`config.mk`:
```
export PLATFORM = sky130hd
export DESIGN_NAME = operand_address_generator
export DESIGN_NICKNAME = d
export VERILOG_FILES = /design/src/oag_pkg.sv /design/src/operand_address_generator.sv
export VERILOG_INCLUDE_DIRS = /design/src
export SDC_FILE = /design/constraint.sdc
export NUM_CORES = 1
export LEC_CHECK = 0
export ABC_AREA = 1
export BUFFER_PORTS_ARGS = -buffer_cell sky130_fd_sc_hd__buf_2
export CAP_MARGIN = 5
export CORE_UTILIZATION = 49
export CTS_CLUSTER_DIAMETER = 120
export CTS_CLUSTER_SIZE = 28
export DETAILED_ROUTE_END_ITERATION = 8
export GPL_TIMING_DRIVEN = 0
export PLACE_DENSITY_LB_ADDON = 0.15
export SETUP_SLACK_MARGIN = 0.1
export SYNTH_ARGS = -nofsm -noshare
export SYNTH_HDL_FRONTEND = slang
export SYNTH_SLANG_ARGS = --single-unit
```
`constraint.sdc`:
```
create_clock -name clk_sys_i -period 3.35 [get_ports clk_sys_i]
set_clock_uncertainty 0.2 [all_clocks]
set_input_delay 0.5025 -clock clk_sys_i [delete_from_list [all_inputs] [get_ports clk_sys_i]]
set_output_delay 0.5025 -clock clk_sys_i [all_outputs]
set_load 0.02 [all_outputs]
```
`src/oag_cfg.svh`:
```
// constants for the operand address generator
`ifndef OAG_CFG_SVH
`define OAG_CFG_SVH
// ---------------------------------------------------------------
// data space map
// ---------------------------------------------------------------
`define OAG_IO_DATA_OFS 16'h0020
`define OAG_SRAM_BASE 16'h0060
`define OAG_BIT_IO_LAST 6'h1F
// ---------------------------------------------------------------
// pointer pairs and reset values
// ---------------------------------------------------------------
`define OAG_PTR_BASE_REG 5'h1A
`define OAG_PC_RESET 16'h0000
`define OAG_PTR_STEP 16'h0001
`endif

```
`src/oag_pkg.sv`:
```
// types shared by the operand address generator and its users
`default_nettype none
package oag_pkg;
  // addressing mode chosen by the decoder
  typedef enum logic [4:0] {
    M_NONE, M_REG1, M_REG2, M_IO_DIR, M_DATA_DIR, M_IND, M_IND_DISP,
    M_IND_PREDEC, M_IND_POSTINC, M_PROG_CONST, M_INDIRECT_JUMP,
    M_INDIRECT_CALL, M_RELATIVE_JUMP, M_RELATIVE_CALL, M_SET_IO_BIT,
    M_CLEAR_IO_BIT, M_SKIP_IF_IO_BIT_SET, M_SKIP_IF_IO_BIT_CLEAR
  } mode_e;
  // pointer pair select
  typedef enum logic [1:0] {PTR_A, PTR_B, PTR_C} ptr_sel_e;
  // region of the data space hit by an address
  typedef enum logic [1:0] {RGN_REG, RGN_IO, RGN_SRAM} region_e;
  // one decoded instruction
  typedef struct packed {
    logic valid;
    mode_e mode;
    logic store;
    logic [4:0] rd;
    logic [4:0] rr;
    logic [5:0] io_num;
    logic [2:0] bit_idx;
    logic [5:0] disp;
    ptr_sel_e ptr_sel;
    logic [15:0] word2;
    logic [11:0] rel_k;
  } dec_req_s;
  // current pointer pair contents from the register file
  typedef struct packed {
    logic [15:0] a;
    logic [15:0] b;
    logic [15:0] c;
  } ptr_set_s;
  // everything the block drives toward memories and registers
  typedef struct packed {
    logic [4:0] rd_sel;
    logic [4:0] rr_sel;
    logic rf_we;
    logic [15:0] data_addr;
    region_e region;
    logic data_rd;
    logic data_wr;
    logic [5:0] io_addr;
    logic io_rd;
    logic io_wr;
    logic [7:0] io_wdata;
    logic ptr_we;
    logic [4:0] ptr_lo_reg;
    logic [15:0] ptr_val;
    logic prog_rd;
    logic [14:0] prog_word;
    logic prog_byte_hi;
    logic [15:0] pc;
    logic [15:0] fetch_addr;
    logic skip;
    logic bit_refused;
    logic busy;
  } oag_out_s;
endpackage : oag_pkg
`default_nettype wire

```
`src/operand_address_generator.sv`:
```
// operand, data and branch address generation for the 8-bit core
`default_nettype none
`include "oag_cfg.svh"
module operand_address_generator
  import oag_pkg::*;
(
  input wire logic clk_sys_i,      // system clock, undivided
  input wire logic rst_i,          // async reset, active high
  input var dec_req_s req_i,       // decoded instruction
  input var ptr_set_s ptr_i,       // pointer pairs from registers
  input wire logic [7:0] io_rdata_i, // I/O read data, next cycle
  output var oag_out_s out_o       // registered address outputs
);

  // -------------------------------------------------------------
  // state
  // -------------------------------------------------------------
  typedef enum logic [1:0] {ST_EXEC, ST_DATA, ST_IO_BIT} state_e;

  typedef struct packed {
    state_e st;
    mode_e bit_mode;
    logic [2:0] bit_idx;
    oag_out_s o;
  } oag_state_s;

  oag_state_s cur;
  oag_state_s next_cur;

  // data space region decode
  function automatic region_e region_of(input logic [15:0] a);
    if (a < `OAG_IO_DATA_OFS) begin
      region_of = RGN_REG;
    end else if (a < `OAG_SRAM_BASE) begin
      region_of = RGN_IO;
    end else begin
      region_of = RGN_SRAM;
    end
  endfunction : region_of

  // pointer value selected by the request
  function automatic logic [15:0] ptr_of(input ptr_set_s p,
                                         input ptr_sel_e s);
    case (s)
      PTR_A: ptr_of = p.a;
      PTR_B: ptr_of = p.b;
      default: ptr_of = p.c;
    endcase
  endfunction : ptr_of

  logic [15:0] sel_ptr;
  logic [15:0] ptr_dec;
  logic [15:0] ptr_inc;
  logic [15:0] disp_addr;
  logic [15:0] rel_target;
  logic [15:0] pc_inc;
  logic [7:0] bit_mask;
  logic bit_val;

  // -------------------------------------------------------------
  // address arithmetic
  // -------------------------------------------------------------
  // all sums are 16 bits wide so they wrap around the space
  always_comb begin
    sel_ptr = ptr_of(ptr_i, req_i.ptr_sel);
    ptr_dec = sel_ptr - `OAG_PTR_STEP;
    ptr_inc = sel_ptr + `OAG_PTR_STEP;
    disp_addr = sel_ptr + {10'h000, req_i.disp};
    rel_target = cur.o.pc + {{4{req_i.rel_k[11]}}, req_i.rel_k}
                 + `OAG_PTR_STEP;
    pc_inc = cur.o.pc + `OAG_PTR_STEP;
    bit_mask = 8'h01 << cur.bit_idx;
    bit_val = |(io_rdata_i & bit_mask);
  end

  // -------------------------------------------------------------
  // next state
  // -------------------------------------------------------------
  always_comb begin
    next_cur = cur;
    // strobes last one cycle unless a phase holds them
    next_cur.o.rf_we = 1'b0;
    next_cur.o.io_rd = 1'b0;
    next_cur.o.io_wr = 1'b0;
    next_cur.o.ptr_we = 1'b0;
    next_cur.o.prog_rd = 1'b0;
    next_cur.o.skip = 1'b0;
    next_cur.o.bit_refused = 1'b0;
    next_cur.o.data_rd = 1'b0;
    next_cur.o.data_wr = 1'b0;
    next_cur.o.busy = 1'b0;
    case (cur.st)
      ST_EXEC: begin
        if (req_i.valid) begin
          // the fetch address runs one word ahead of execution
          next_cur.o.pc = pc_inc;
          next_cur.o.rd_sel = req_i.rd;
          next_cur.o.rr_sel = req_i.rr;
          case (req_i.mode)
            M_REG1: begin
              next_cur.o.rf_we = 1'b1;
            end
            M_REG2: begin
              // both operands and write-back in this cycle
              next_cur.o.rf_we = 1'b1;
            end
            M_IO_DIR: begin
              next_cur.o.io_addr = req_i.io_num;
              next_cur.o.io_rd = ~req_i.store;
              next_cur.o.io_wr = req_i.store;
              next_cur.o.rf_we = ~req_i.store;
            end
            M_DATA_DIR, M_IND, M_IND_DISP, M_IND_PREDEC,
            M_IND_POSTINC: begin
              case (req_i.mode)
                M_DATA_DIR: next_cur.o.data_addr = req_i.word2;
                M_IND_DISP: next_cur.o.data_addr = disp_addr;
                M_IND_PREDEC: next_cur.o.data_addr = ptr_dec;
                default: next_cur.o.data_addr = sel_ptr;
              endcase
              if (req_i.mode == M_DATA_DIR) begin
                next_cur.o.pc = pc_inc + `OAG_PTR_STEP;
              end
              // pointer update goes back to its register pair
              if (req_i.mode == M_IND_PREDEC ||
                  req_i.mode == M_IND_POSTINC) begin
                next_cur.o.ptr_we = 1'b1;
                next_cur.o.ptr_lo_reg = `OAG_PTR_BASE_REG
                  + {2'b00, req_i.ptr_sel, 1'b0};
                next_cur.o.ptr_val = (req_i.mode == M_IND_PREDEC) ?
                  ptr_dec : ptr_inc;
              end
              next_cur.o.data_rd = ~req_i.store;
              next_cur.o.data_wr = req_i.store;
              next_cur.o.busy = 1'b1;
              next_cur.st = ST_DATA;
            end
            M_PROG_CONST: begin
              next_cur.o.prog_word = ptr_i.c[15:1];
              next_cur.o.prog_byte_hi = ptr_i.c[0];
              next_cur.o.prog_rd = 1'b1;
            end
            M_INDIRECT_JUMP, M_INDIRECT_CALL: begin
              next_cur.o.pc = ptr_i.c;
            end
            M_RELATIVE_JUMP, M_RELATIVE_CALL: begin
              next_cur.o.pc = rel_target;
            end
            M_SET_IO_BIT, M_CLEAR_IO_BIT, M_SKIP_IF_IO_BIT_SET,
            M_SKIP_IF_IO_BIT_CLEAR: begin
              if (req_i.io_num > `OAG_BIT_IO_LAST) begin
                next_cur.o.bit_refused = 1'b1;
              end else begin
                // read the whole register, modify or test the bit in the next cycle
                next_cur.o.io_addr = req_i.io_num;
                next_cur.o.io_rd = 1'b1;
                next_cur.o.busy = 1'b1;
                next_cur.bit_mode = req_i.mode;
                next_cur.bit_idx = req_i.bit_idx;
                next_cur.st = ST_IO_BIT;
              end
            end
            default: begin
              next_cur.o.rf_we = 1'b0;
            end
          endcase
          next_cur.o.fetch_addr = next_cur.o.pc;
        end
      end
      ST_DATA: begin
        // second cycle of the access; address still stands
        next_cur.o.data_rd = cur.o.data_rd;
        next_cur.o.data_wr = cur.o.data_wr;
        next_cur.o.rf_we = cur.o.data_rd;
        next_cur.st = ST_EXEC;
      end
      ST_IO_BIT: begin
        case (cur.bit_mode)
          // flags read as one are written back as one and clear
          M_SET_IO_BIT: begin
            next_cur.o.io_wdata = io_rdata_i | bit_mask;
            next_cur.o.io_wr = 1'b1;
          end
          M_CLEAR_IO_BIT: begin
            next_cur.o.io_wdata = io_rdata_i & ~bit_mask;
            next_cur.o.io_wr = 1'b1;
          end
          M_SKIP_IF_IO_BIT_SET: begin
            next_cur.o.skip = bit_val;
          end
          default: begin
            next_cur.o.skip = ~bit_val;
          end
        endcase
        next_cur.st = ST_EXEC;
      end
      default: begin
        next_cur.st = ST_EXEC;
      end
    endcase
    // region of the data address, I/O mapped above the registers
    next_cur.o.region = region_of(next_cur.o.data_addr);
  end

  // -------------------------------------------------------------
  // state register on the undivided system clock
  // -------------------------------------------------------------
  always_ff @(posedge clk_sys_i or posedge rst_i) begin
    if (rst_i) begin
      cur <= '0;
      cur.st <= ST_EXEC;
      cur.bit_mode <= M_NONE;
      cur.o.pc <= `OAG_PC_RESET;
      cur.o.fetch_addr <= `OAG_PC_RESET;
    end else begin
      cur <= next_cur;
    end
  end

  // all outputs come straight from the state flops
  assign out_o = cur.o;

endmodule : operand_address_generator
`default_nettype wire

```
==> flow_summary.toml <==
[status]
status = "completed"

[timing]
setup_viol = 0
finalHoldViolations = 0
slew_headroom = 0.356
period_share = 0.933
rsz0062_at_grt = "yes"
period_needed_ps = 3130
worst_slew_pin_slew_ps = 962
slew_viol_final = 0
max_freq_ghz = 0.320

[logic_synthesis]
ys_top_cells_by_area = "dfrtp_1, nand2_1, buf_4"
ys_seq_elements = 113
yosysTopAreaCell = "dfrtp_1"
ys_top_cells_by_count = "nand2_1, inv_1, buf_4"
synth-seq-area-share = 0.303
synth_area_per_cell_um2 = 6.77
synth_most_common_cell = "nand2_1"
synth_top_area_share = 0.303
synth.distinct_cells = 54
syn_inst = 1381
synth_nets = 1531
netlist_area_um2 = 9340
synth_edf_count = 0
synth_top_flop_cell = "dfrtp_1"
async_reset_ff_frac = 1.00
ys_warn_count = 0

[placement]
place_area_um2 = 10900
place_congestion = 0.955
dp.final_hpwl_mm = 22.7
dp.cells = 1857
port_buffers = 239

[final_layout]
postLayoutCellArea_um2 = 11700
fillers = 1813
fin_cells = 1901
final_nets = 1801
area_growth_pct = 25.3
finish.utilization = 0.626
drive_gt1_frac = 0.297

[floorplanning]
initial_core_util = 0.499
dieWidth_um = 140
num_rows = 50
ios = 241
fp.coreArea_um2 = 18700
design.die.area_um2 = 19600
die_h_um = 140

[global_route]
grt-ovfl-total = 0
grt_antenna_before_repair = 3
grt_start_max_net_pins = 38
grt_pass1_wl_mm = 45.9
grt_pass1_vias = 9053
grt_usage = 0.301

[min_path]
worstHoldEndpoint = "out_o[116]"
hp-start = "req_i[50]"
holdPathStages = 3
hold_path.class = "in2reg"

[power]
p_per_area_nw_per_um2 = 571
peakVddDrop_v = 0.000378
p_total_mw = 6.68
p_leak_nw = 6.35

[setup_path]
worstRegToRegCells = 15
r2r-start = "out_o[3]"
timing.rr.end = "out_o[11]"
cp_slowest_cell = "fa_2"
critPathBufInv = 6
reg2reg_slack_ps = 360
start_kind = "input port"
worstPathMaxFanout = 8
cp_top_family = "simple AND/OR/NAND/NOR gates"
critPathMaxStageDelay_ps = 340
path_class = "in2reg"
cp_common_cell = "nand3_1"
critPathCaptureType = "register"
worstPathRequired_ps = 3510
worstPathCellList = "buf_2 -> inv_1 -> ha_4 -> buf_8 -> nand2_1 -> nand2_1 -> a21oi_4 -> inv_2 -> ha_1 -> inv_1 -> fa_2 -> inv_1 -> nand3_1 -> nand2_2 -> nand2_4 -> nand2_4 -> nand3_1 -> nand3_1 -> nand3_2 -> a21oi_2 -> nand3_1 -> nor2_1 -> nand3_2 -> nor2_2"
cp_data_arrival_time_ps = 3280

[clock_network]
cts_tree = "yes"
cts.path.max_buffers = 2
cts_sinks = 113
cts-htree-levels = 4
clk_pin_slew_worst_paths_ps = 60
clkLatencyLatePin_ps = 430
cts_inserted_buffers = 17
cts-root-buf = "clkbuf_16"

[route]
drtPass1Iterations = 5
vias = 9954
ant_nets = 0
drc = 0
first_iter_violations = 777
post_drt_wl_per_cell_um = 15.6
wl_mm = 29.7
detail_route.vias_per_cell = 5.24

[run]
max_cap_violations = 0
[cell type report]
type / count / area, um2 / area share
tap: 234 / 293 / 0.0250
inverter: 161 / 608 / 0.0520
clock inverter: 14 / 178 / 0.0152
sequential: 113 / 2830 / 0.242
timing repair buffer: 250 / 1320 / 0.113
multi-input combinational: 952 / 4930 / 0.421
antenna: 3 / 7.51 / 0.000641
clock buffer: 18 / 439 / 0.0375
buffer: 156 / 1100 / 0.0944
[registers in the layout, indices dropped and copies added (netlist names)]
register  count
cur          10
out_o       103
[routing by layer]
layer	GRT usage	vias to the layer above	part of all wire
met1	0.380	4531	0.42
met3	0.0485	80	0.069
li1	-	4907	-
met2	0.498	436	0.47
met4	0.153	0	0.043
met5	0	-	0
[repair_timing]
action / in CTS / in global routing
setup buffers: 3 / 4
pin swaps: 1 / 3
gates cloned: 0 / 1
endpoints found under the hold margin: 16 / 0
setup endpoints to repair: 2 / 9
hold buffers: 1 / 0
resized for setup: 3 / 26
[worst max path at each step]
stage | start | endpoint | slack, ps | cells after the start
finish | req_i[28] | out_o[92] | 220 | 24
global route | req_i[28] | out_o[92] | 50 | 23
CTS | req_i[28] | out_o[92] | 120 | 23
detailed placement | req_i[28] | out_o[92] | -480 | 25
global placement | req_i[28] | out_o[92] | -440 | 25
floorplan | req_i[29] | out_o[92] | 150 | 24
[placed cells by master, fill, tap and decap left out, drive strengths merged, types with 7 or more instances in the layout]
cell type  count
nand3        116
dfrtp        113
nand4         22
clkbuf        44
nor3          18
a21oi         80
clkinv         7
ha            28
nand2        400
nor2         129
a31oi         17
inv          163
nand3b         7
o21ai         83
buf          379
[worst min-delay path: stages]
cell     delay (ps)
buf_2            70
nand2_1          40
nand2_1          50
[logic make-up (layout without fill, tap and decap cells)]
kind of cell    Yosys count  after routing  share of synthesized area
xor+xnor                  7              7                    0.00656
compound gates          212            212                      0.129
simple gates            701            702                      0.338
other cells               1              4                   0.000401
buf+inv                 317            599                      0.182
flops                   113            113                      0.303
fa+ha+maj                30             30                     0.0418
[through the flow]
| stage | setup slack, ps | hold WS (ps) | setup TNS [ps] |
|---|---|---|---|
| final | 223 | 74.2 | 0 |
| after global routing | 46.0 | 89.8 | 0 |
| after CTS | 124 | 64.9 | 0 |
| after detailed placement | -479 | 260 | -2060 |
| after global placement | -442 | 257 | -1630 |
| after floorplan | 151 | 243 | 0 |
[power breakdown]
group          leakage [nW]  switching (mW)  internal, mW  total [mW]
logic                  4.63            1.65          1.17        2.82
clock network         0.302           0.733          1.20        1.93
registers              1.42           0.276          1.65        1.93
total                  6.35            2.66          4.02        6.68
Power figures use the tool's default switching activity.
